[config.mk]
export PLATFORM = sky130hd
export DESIGN_NAME = general_purpose_io_ports
export DESIGN_NICKNAME = d
export VERILOG_FILES = /design/src/inc/gpio_port_pkg.sv /design/src/general_purpose_io_ports.sv
export SDC_FILE = /design/constraint.sdc
export NUM_CORES = 1
export LEC_CHECK = 0
export BUFFER_PORTS_ARGS = -buffer_cell sky130_fd_sc_hd__buf_2
export CORE_ASPECT_RATIO = 2
export CORE_MARGIN = 8
export CORE_UTILIZATION = 40
export DETAILED_ROUTE_END_ITERATION = 10
export GPL_ROUTABILITY_DRIVEN = 0
export PLACE_DENSITY = 0.68
export RECOVER_POWER = 25
export SLEW_MARGIN = 15
export SYNTH_ARGS = -nofsm -noshare
export SYNTH_HDL_FRONTEND = slang
export SYNTH_SLANG_ARGS = --single-unit
[constraint.sdc]
create_clock -name clk -period 1.45 [get_ports clk]
set_input_delay 0.0725 -clock clk [delete_from_list [all_inputs] [get_ports clk]]
set_output_delay 0.0725 -clock clk [all_outputs]
set_load 0.01 [all_outputs]
[src/inc/gpio_port_pkg.sv]
// Shared constants and types for the general-purpose I/O port block.
// Assumes an 8-bit register port with byte addresses and one system clock.
package gpio_port_pkg;

    // Register port widths.
    localparam int ADDR_WIDTH = 8;
    localparam int DATA_WIDTH = 8;

    // Implemented pins per port; port 5 holds only bits 1 and 0.
    localparam int WIDE_PORT_PINS  = 8;
    localparam int PORT5_PINS      = 2;
    localparam int TOTAL_PINS      = 26;

    // Register offsets as printed in the register map.
    localparam logic [7:0] PORT0_DATA_OFS      = 8'h80;
    localparam logic [7:0] PORT1_DATA_OFS      = 8'h90;
    localparam logic [7:0] PORT1_DIRECTION_OFS = 8'h91;
    localparam logic [7:0] PORT1_PULLUP_OFS    = 8'h92;
    localparam logic [7:0] PORT0_DIRECTION_OFS = 8'h9A;
    localparam logic [7:0] PORT0_PULLUP_OFS    = 8'h9B;
    localparam logic [7:0] PORT2_DATA_OFS      = 8'hA0;
    localparam logic [7:0] PORT2_DIRECTION_OFS = 8'hA1;
    localparam logic [7:0] PORT2_PULLUP_OFS    = 8'hA2;
    localparam logic [7:0] PORT5_DATA_OFS      = 8'hD8;
    localparam logic [7:0] PORT5_DIRECTION_OFS = 8'hD9;
    localparam logic [7:0] PORT5_PULLUP_OFS    = 8'hDA;

    // Reset values of the wide and the narrow registers.
    localparam logic [7:0] WIDE_RESET   = 8'h00;
    localparam logic [1:0] NARROW_RESET = 2'h0;

    // Answer on a read of an unmapped offset, and idle read data.
    localparam logic [7:0] IDLE_READ    = 8'h00;

    // Fill above the two implemented port 5 bits on reads.
    localparam logic [5:0] PORT5_UPPER_FILL = 6'h00;

    // Direction encoding of a pin: input or strong push-pull output.
    localparam logic DIR_INPUT  = 1'b0;
    localparam logic DIR_OUTPUT = 1'b1;

    // Pull-up encoding of a pin while it is an input.
    localparam logic PULL_OFF = 1'b0;
    localparam logic PULL_ON  = 1'b1;

    // One bit per implemented pin of every port plus eight pad bits above port 5, 34 in all.
    typedef struct packed {
        logic [7:0] p5_pad;
        logic [1:0] p5;
        logic [7:0] p2;
        logic [7:0] p1;
        logic [7:0] p0;
    } pins_raw_type;

    // Compact bundle carrying one bit for each of the 26 pins.
    typedef struct packed {
        logic [1:0] p5;
        logic [7:0] p2;
        logic [7:0] p1;
        logic [7:0] p0;
    } pins_type;

endpackage

[src/general_purpose_io_ports.sv]
// General-purpose I/O port logic for 26 pins in ports 0, 1, 2 and 5.
// Assumes a pad ring outside that applies output, enable and pull-up
// to each pin and returns the pin's level asynchronously.
// Software reaches the registers over a plain byte-wide port; read data
// stand one cycle after the read strobe and read as zero otherwise.
//
// What this block does
// - Twenty-six pins, each an input or an output under register control.
// - Direction bit 0 selects input, 1 selects strong push-pull output.
// - Pull-up bit 1 enables the pull-up, only while the pin is input.
// - Reset clears every direction and pull-up bit: floating inputs.
// - Reading a data register returns the live pin level for outputs.
// - A pulled-up input reads high unless pulled low from outside.
// - Port 5 implements only bits 1 and 0 in all its registers.
// - Port 0 and port 1 data registers are 8-bit, reset to zero.
// - Port 2 data is 8-bit reset zero; port 5 data has two bits.

`timescale 1ns/1ps
`default_nettype none

module general_purpose_io_ports
    import gpio_port_pkg::*;
(
    input  wire logic                  clk,
    input  wire logic                  rst_n,
    input  wire logic [ADDR_WIDTH-1:0] reg_addr,
    input  wire logic [DATA_WIDTH-1:0] reg_wdata,
    input  wire logic                  reg_wr,
    input  wire logic                  reg_rd,
    output var  logic [DATA_WIDTH-1:0] reg_rdata,
    input  wire pins_type              pin_in,
    output var  pins_type              pin_out,
    output var  pins_type              pin_oe,
    output var  pins_type              pin_pullup_en
);

    // Compares the register port address with one register offset.
    function automatic logic offset_hit(
        input logic [ADDR_WIDTH-1:0] addr,
        input logic [7:0]            ofs
    );
        offset_hit = (addr == ofs);
    endfunction

    // A pull-up is applied only to a pin that is an input.
    function automatic logic [7:0] pull_gate(
        input logic [7:0] pull_bits,
        input logic [7:0] dir_bits
    );
        pull_gate = pull_bits & ~dir_bits;
    endfunction

    // The same gating for the two implemented port 5 pins.
    function automatic logic [PORT5_PINS-1:0] pull_gate_narrow(
        input logic [PORT5_PINS-1:0] pull_bits,
        input logic [PORT5_PINS-1:0] dir_bits
    );
        pull_gate_narrow = pull_bits & ~dir_bits;
    endfunction

    // Stored output latches, direction bits and pull-up bits.
    pins_type      data_reg;
    wire pins_type data_next;
    pins_type      dir_reg;
    wire pins_type dir_next;
    pins_type      pull_reg;
    wire pins_type pull_next;

    // Registered pad controls.
    pins_type      pull_en_reg;
    wire pins_type pull_en_next;

    // Two-stage synchroniser for the asynchronous pin levels.
    pins_type sync1_reg;
    pins_type sync2_reg;

    // Read data register and its next value.
    logic [DATA_WIDTH-1:0] rdata_reg;
    logic [DATA_WIDTH-1:0] rdata_next;

    // Address decode of every mapped offset.
    wire logic hit_p0_data;
    wire logic hit_p0_dir;
    wire logic hit_p0_pull;
    wire logic hit_p1_data;
    wire logic hit_p1_dir;
    wire logic hit_p1_pull;
    wire logic hit_p2_data;
    wire logic hit_p2_dir;
    wire logic hit_p2_pull;
    wire logic hit_p5_data;
    wire logic hit_p5_dir;
    wire logic hit_p5_pull;

    assign hit_p0_data = offset_hit(reg_addr, PORT0_DATA_OFS);
    assign hit_p0_dir  = offset_hit(reg_addr, PORT0_DIRECTION_OFS);
    assign hit_p0_pull = offset_hit(reg_addr, PORT0_PULLUP_OFS);

    // Decode of the port 1 offsets.
    assign hit_p1_data = offset_hit(reg_addr, PORT1_DATA_OFS);
    assign hit_p1_dir  = offset_hit(reg_addr, PORT1_DIRECTION_OFS);
    assign hit_p1_pull = offset_hit(reg_addr, PORT1_PULLUP_OFS);

    // Decode of the port 2 offsets.
    assign hit_p2_data = offset_hit(reg_addr, PORT2_DATA_OFS);
    assign hit_p2_dir  = offset_hit(reg_addr, PORT2_DIRECTION_OFS);
    assign hit_p2_pull = offset_hit(reg_addr, PORT2_PULLUP_OFS);

    // Decode of the port 5 offsets.
    assign hit_p5_data = offset_hit(reg_addr, PORT5_DATA_OFS);
    assign hit_p5_dir  = offset_hit(reg_addr, PORT5_DIRECTION_OFS);
    assign hit_p5_pull = offset_hit(reg_addr, PORT5_PULLUP_OFS);

    // Write strobes qualified by the decode.
    wire logic wr_p0_data;
    wire logic wr_p0_dir;
    wire logic wr_p0_pull;
    wire logic wr_p1_data;
    wire logic wr_p1_dir;
    wire logic wr_p1_pull;
    wire logic wr_p2_data;
    wire logic wr_p2_dir;
    wire logic wr_p2_pull;
    wire logic wr_p5_data;
    wire logic wr_p5_dir;
    wire logic wr_p5_pull;

    assign wr_p0_data = reg_wr & hit_p0_data;
    assign wr_p0_dir  = reg_wr & hit_p0_dir;
    assign wr_p0_pull = reg_wr & hit_p0_pull;

    // Write strobes of the port 1 registers.
    assign wr_p1_data = reg_wr & hit_p1_data;
    assign wr_p1_dir  = reg_wr & hit_p1_dir;
    assign wr_p1_pull = reg_wr & hit_p1_pull;

    // Write strobes of the port 2 registers.
    assign wr_p2_data = reg_wr & hit_p2_data;
    assign wr_p2_dir  = reg_wr & hit_p2_dir;
    assign wr_p2_pull = reg_wr & hit_p2_pull;

    // Write strobes of the port 5 registers.
    assign wr_p5_data = reg_wr & hit_p5_data;
    assign wr_p5_dir  = reg_wr & hit_p5_dir;
    assign wr_p5_pull = reg_wr & hit_p5_pull;

    // The two implemented port 5 bits of the write data.
    wire logic [PORT5_PINS-1:0] wdata_p5;

    assign wdata_p5 = reg_wdata[PORT5_PINS-1:0];

    // Output latches take a write regardless of direction.
    assign data_next.p0 = wr_p0_data ? reg_wdata : data_reg.p0;
    assign data_next.p1 = wr_p1_data ? reg_wdata : data_reg.p1;
    assign data_next.p2 = wr_p2_data ? reg_wdata : data_reg.p2;
    assign data_next.p5 = wr_p5_data ? wdata_p5  : data_reg.p5;

    // Direction bits: 0 input, 1 push-pull output.
    assign dir_next.p0 = wr_p0_dir ? reg_wdata : dir_reg.p0;
    assign dir_next.p1 = wr_p1_dir ? reg_wdata : dir_reg.p1;
    assign dir_next.p2 = wr_p2_dir ? reg_wdata : dir_reg.p2;
    assign dir_next.p5 = wr_p5_dir ? wdata_p5  : dir_reg.p5;

    // Pull-up select bits, stored as written.
    assign pull_next.p0 = wr_p0_pull ? reg_wdata : pull_reg.p0;
    assign pull_next.p1 = wr_p1_pull ? reg_wdata : pull_reg.p1;
    assign pull_next.p2 = wr_p2_pull ? reg_wdata : pull_reg.p2;
    assign pull_next.p5 = wr_p5_pull ? wdata_p5  : pull_reg.p5;

    // The pad pull-up is on only for a selected pin that is an input.
    assign pull_en_next.p0 = pull_gate(pull_next.p0, dir_next.p0);
    assign pull_en_next.p1 = pull_gate(pull_next.p1, dir_next.p1);
    assign pull_en_next.p2 = pull_gate(pull_next.p2, dir_next.p2);
    assign pull_en_next.p5 =
        pull_gate_narrow(pull_next.p5, dir_next.p5);

    // Read selection; data offsets return the synchronised pin levels,
    // so an output reads its real level and a pulled-up input reads high
    // until something outside pulls it down.
    wire logic [DATA_WIDTH-1:0] read_p0_data;
    wire logic [DATA_WIDTH-1:0] read_p1_data;
    wire logic [DATA_WIDTH-1:0] read_p2_data;
    wire logic [DATA_WIDTH-1:0] read_p5_data;

    assign read_p0_data = sync2_reg.p0;
    assign read_p1_data = sync2_reg.p1;
    assign read_p2_data = sync2_reg.p2;
    assign read_p5_data = {PORT5_UPPER_FILL, sync2_reg.p5};

    // Readback of the stored direction bits.
    wire logic [DATA_WIDTH-1:0] read_p0_dir;
    wire logic [DATA_WIDTH-1:0] read_p1_dir;
    wire logic [DATA_WIDTH-1:0] read_p2_dir;
    wire logic [DATA_WIDTH-1:0] read_p5_dir;

    assign read_p0_dir  = dir_reg.p0;
    assign read_p1_dir  = dir_reg.p1;
    assign read_p2_dir  = dir_reg.p2;
    assign read_p5_dir  = {PORT5_UPPER_FILL, dir_reg.p5};

    // Readback of the stored pull-up select bits.
    wire logic [DATA_WIDTH-1:0] read_p0_pull;
    wire logic [DATA_WIDTH-1:0] read_p1_pull;
    wire logic [DATA_WIDTH-1:0] read_p2_pull;
    wire logic [DATA_WIDTH-1:0] read_p5_pull;

    assign read_p0_pull = pull_reg.p0;
    assign read_p1_pull = pull_reg.p1;
    assign read_p2_pull = pull_reg.p2;
    assign read_p5_pull = {PORT5_UPPER_FILL, pull_reg.p5};

    // Kind of register that the address selects.
    wire logic hit_data;
    wire logic hit_dir;
    wire logic hit_pull;

    assign hit_data = hit_p0_data | hit_p1_data | hit_p2_data | hit_p5_data;
    assign hit_dir  = hit_p0_dir | hit_p1_dir | hit_p2_dir | hit_p5_dir;
    assign hit_pull = hit_p0_pull | hit_p1_pull | hit_p2_pull | hit_p5_pull;

    // Selection among the four ports within each kind of register.
    wire logic [DATA_WIDTH-1:0] sel_data;
    wire logic [DATA_WIDTH-1:0] sel_dir;
    wire logic [DATA_WIDTH-1:0] sel_pull;

    assign sel_data =
        hit_p0_data ? read_p0_data :
        hit_p1_data ? read_p1_data :
        hit_p2_data ? read_p2_data :
                      read_p5_data;

    assign sel_dir =
        hit_p0_dir ? read_p0_dir :
        hit_p1_dir ? read_p1_dir :
        hit_p2_dir ? read_p2_dir :
                     read_p5_dir;

    assign sel_pull =
        hit_p0_pull ? read_p0_pull :
        hit_p1_pull ? read_p1_pull :
        hit_p2_pull ? read_p2_pull :
                      read_p5_pull;

    // Final selection; an unmapped offset reads as the idle value.
    wire logic [DATA_WIDTH-1:0] read_mux;

    assign read_mux =
        hit_data ? sel_data :
        hit_dir  ? sel_dir  :
        hit_pull ? sel_pull :
                   IDLE_READ;

    // Read data stand only in the cycle after the read strobe.
    assign rdata_next = reg_rd ? read_mux : IDLE_READ;

    // Output latches clear at reset.
    always_ff @(posedge clk or negedge rst_n) begin
        if (!rst_n) begin
            data_reg <= '{p5: NARROW_RESET,
                          p2: WIDE_RESET,
                          p1: WIDE_RESET,
                          p0: WIDE_RESET};
        end else begin
            data_reg <= data_next;
        end
    end

    // Direction bits clear at reset, so every pin starts as an input.
    always_ff @(posedge clk or negedge rst_n) begin
        if (!rst_n) begin
            dir_reg <= '{p5: NARROW_RESET,
                         p2: WIDE_RESET,
                         p1: WIDE_RESET,
                         p0: WIDE_RESET};
        end else begin
            dir_reg <= dir_next;
        end
    end

    // Pull-up select bits clear at reset.
    always_ff @(posedge clk or negedge rst_n) begin
        if (!rst_n) begin
            pull_reg <= '{p5: NARROW_RESET,
                          p2: WIDE_RESET,
                          p1: WIDE_RESET,
                          p0: WIDE_RESET};
        end else begin
            pull_reg <= pull_next;
        end
    end

    // Pad pull-ups start off, so inputs start high-impedance.
    always_ff @(posedge clk or negedge rst_n) begin
        if (!rst_n) begin
            pull_en_reg <= '{p5: NARROW_RESET,
                             p2: WIDE_RESET,
                             p1: WIDE_RESET,
                             p0: WIDE_RESET};
        end else begin
            pull_en_reg <= pull_en_next;
        end
    end

    // First synchroniser stage; only the second stage reads it.
    always_ff @(posedge clk or negedge rst_n) begin
        if (!rst_n) begin
            sync1_reg <= '{p5: NARROW_RESET,
                           p2: WIDE_RESET,
                           p1: WIDE_RESET,
                           p0: WIDE_RESET};
        end else begin
            sync1_reg <= pin_in;
        end
    end

    // Second synchroniser stage, the only source of pin levels for reads.
    always_ff @(posedge clk or negedge rst_n) begin
        if (!rst_n) begin
            sync2_reg <= '{p5: NARROW_RESET,
                           p2: WIDE_RESET,
                           p1: WIDE_RESET,
                           p0: WIDE_RESET};
        end else begin
            sync2_reg <= sync1_reg;
        end
    end

    // Registered read answer.
    always_ff @(posedge clk or negedge rst_n) begin
        if (!rst_n) begin
            rdata_reg <= IDLE_READ;
        end else begin
            rdata_reg <= rdata_next;
        end
    end

    // Pad drive: the latch is driven while the direction is output.
    assign pin_out       = data_reg;
    assign pin_oe        = dir_reg;
    assign pin_pullup_en = pull_en_reg;

    // Read data reach the port straight from their register.
    assign reg_rdata     = rdata_reg;

endmodule // general_purpose_io_ports

`default_nettype wire

==> impl_metrics.yaml <==
detailed_routing:
  finalWirelength_um: 18600
  routedWlPerCell_um: 22.25
  drt_iter0_drc: 207
  drc: 0
  viasPerCell: 5.245
  via_count: 4385
  antenna_left: 0
  drtPass1Iterations: 7
yosys:
  yosysMostFrequentCell: "dfrtp_1"
  synth_cell_types: 48
  synthCells: 409
  synth.avg_cell_area_um2: 15.28
  netlist_area_um2: 6248
  synth_seq_cells: 164
  ys_seq_area_share_pct: 65.68
  synth_flop_cell: "dfrtp_1"
  synth_edf_count: 0
  yosys_warnings: 0
  yosys.area.top_type_share_pct: 65.68
  synthTopCellsByCount: "dfrtp_1, mux2_2, nor2b_1, a22oi_1, nand2_1"
  synth_fp_nets: 455
  synthArstFlopShare_pct: 100.0
  synth_top_area_cell: "dfrtp_1"
  synth_top_cells_by_area: "dfrtp_1, mux2_2, nor2b_1, a22oi_1, nor2b_4"
finish:
  nNetsFinal: 670
  register_area_um2: 4104
  fill_cells: 1250
  area_growth_pct: 35.80
  fin_area_um2: 8486
  final_layout_size_suffix_gt1_share_pct: 49.76
  multi_input_area_um2: 2043
clock_tree:
  clkTransAtPathRegs_ns: 0.06
  tritoncts: "yes"
  cts_buffers: 17
  post_cts_buffers: 0
  clk_latency_ns: 0.42
  cts_root_buffer: "clkbuf_16"
  clockBufferDepth: 2
  cts_sinks: 164
  cts_max_level: 4
timing:
  hold_viol_final: 0
  rsz0062_at_grt: "true"
  fin_skew_ns: 0.007967
  worstMarginPinSlew_ns: 0.7818
  min_period_ns: 1.513
  fin_tns_setup_ns: -0.06268
  drv_slew: 0
  slew_headroom_pct: 47.88
  setup_viol: 1
  min_period_over_period_pct: 104.3
  fmax_ghz: 0.6611
  setup_slack_ns: -0.06268
worst_setup_path:
  crit_cells: 5
  slowest_stage: "a222oi_1"
  max_stage_delay_ns: 0.45
  reg2regPathDepth: 5
  criticalPathCategory: "reg -> reg"
  cp_num_buf_inv: 0
  critPathRequiredTime_ns: 1.73
  crit_family: "compound AO/OA/AOI/OAI gates"
  critPathMaxFanout: 2
  start_kind: "flip-flop"
  critPathArrivalTime_ns: 1.79
  cp-end-kind: "flip-flop"
  path_cells: "and2_4, a41o_1, a222oi_1, a21o_1, a221oi_2"
  r2r_slack_ns: -0.06
placed_design:
  dpl-instance-area_um2: 7564
  place_ws_ns: -0.2851
  port_buffers: 131
  hpwl_um: 13980
grt:
  antenna_found_initial: 1
  grt_use_total_pct: 19.28
  first_global_vias: 5004
  grt-ovfl-total: 0
  grt_max_degree: 53
  grt_pass1_wl_um: 28690
outcome:
  violations: "negative setup slack"
  status: "finished with violations"
die:
  start_util_pct: 40.85
  core-area_um2: 15290
  ios: 132
  die_y_um: 192.8
  die_x_um: 104.4
  rows: 64
  die_area_um2: 20120
pwr:
  vdd_drop_max_mv: 0.9287
  leakage_nw: 4.352
  power_density_nw_per_um2: 1258
flow_run:
  drv_cap: 0
worst_hold_path:
  min_path_type: "in -> reg"
  worstHoldPathCells: 2
## per-stage QoR
step	std cells	utilization [%]	power, mW	hold slack (ns)
2_1_floorplan	409	-	5.264	-0.2231
3_3_place_gp	776	49.45	5.730	0.05635
3_5_place_dp	776	49.45	5.759	0.06365
4_1_cts	835	55.59	10.78	0.005407
5_1_grt	836	55.48	11.06	0.01795
6_report	836	55.48	10.67	0.02195
## layout by cell type, fill, tap and decap left out, types with 5 or more instances in the layout
| master | Yosys | routed |
|---|---|---|
| a222oi_1 | 9 | 9 |
| a22oi_1 | 16 | 16 |
| a31oi_1 | 6 | 6 |
| and2_1 | 7 | 6 |
| buf_12 | 0 | 6 |
| buf_2 | 6 | 128 |
| buf_4 | 2 | 49 |
| bufinv_16 | 0 | 5 |
| clkbuf_16 | 0 | 17 |
| dfrtp_1 | 164 | 164 |
| dlygate4sd3_1 | 0 | 27 |
| mux2_2 | 78 | 78 |
| nand2_1 | 10 | 10 |
| nand3_1 | 9 | 9 |
| nor2b_1 | 22 | 22 |
| nor2b_4 | 8 | 8 |
| o22a_1 | 6 | 6 |
## power breakdown
group	switching (mW)	total (mW)	internal, mW	leakage [nW]
sequential	0.115	4.90	4.79	2.15
combinational	0.443	0.818	0.375	1.88
clock	1.83	4.95	3.12	0.318
total	2.38	10.7	8.29	4.35
## worst paths after layout
kind,startpoint,to
max,pull_reg[25],reg_rdata[1]
min,reg_wdata[6],pin_out[6]
max reg2reg,pull_reg[25],reg_rdata[1]
min reg2reg,sync1_reg[7],read_p0_data[7]
max in group asynchronous,rst_n,read_p1_data[2]
min in group asynchronous,rst_n,sync1_reg[10]
## cell type report
class | count | area share (%)
multi-input cells | 225 | 24.08
clock inverters | 14 | 2.625
inverters | 2 | 0.08847
repair buffers | 214 | 16.72
clock buffers | 18 | 5.175
diodes | 1 | 0.02949
flip-flops and latches | 164 | 48.36
well taps | 198 | 2.919
## metal layers
| metal | vias to the layer above | GRT usage [%] | part of all wire, % |
|---|---|---|---|
| li1 | 1923 | - | - |
| met1 | 2228 | 17.74 | 33 |
| met2 | 185 | 36.14 | 57 |
| met3 | 49 | 5.652 | 5.3 |
| met4 | 0 | 12.06 | 4.9 |
| met5 | - | 0 | 0 |
## logic make-up after synthesis
group           after synthesis  share of synthesized area, %
mux                          80                         14.38
buf+inv                      20                         1.822
flops                       164                         65.68
simple gates                 86                         10.85
compound gates               59                         7.269
## worst register-to-register path: cells and delay by family (launching register included)
family,cells,cell delay [ns]
and+or+nand+nor,1,0.14
AOI/OAI and AO/OA,4,0.85
DFF,1,0.39
## what timing repair did
item                                    CTS  global route
endpoints found under the hold margin   140             0
resized for setup                         1             1
hold buffers                             27             0
endpoints found under the setup margin    1             1
pin swaps                                 3             0
Power figures use the tool's default switching activity.
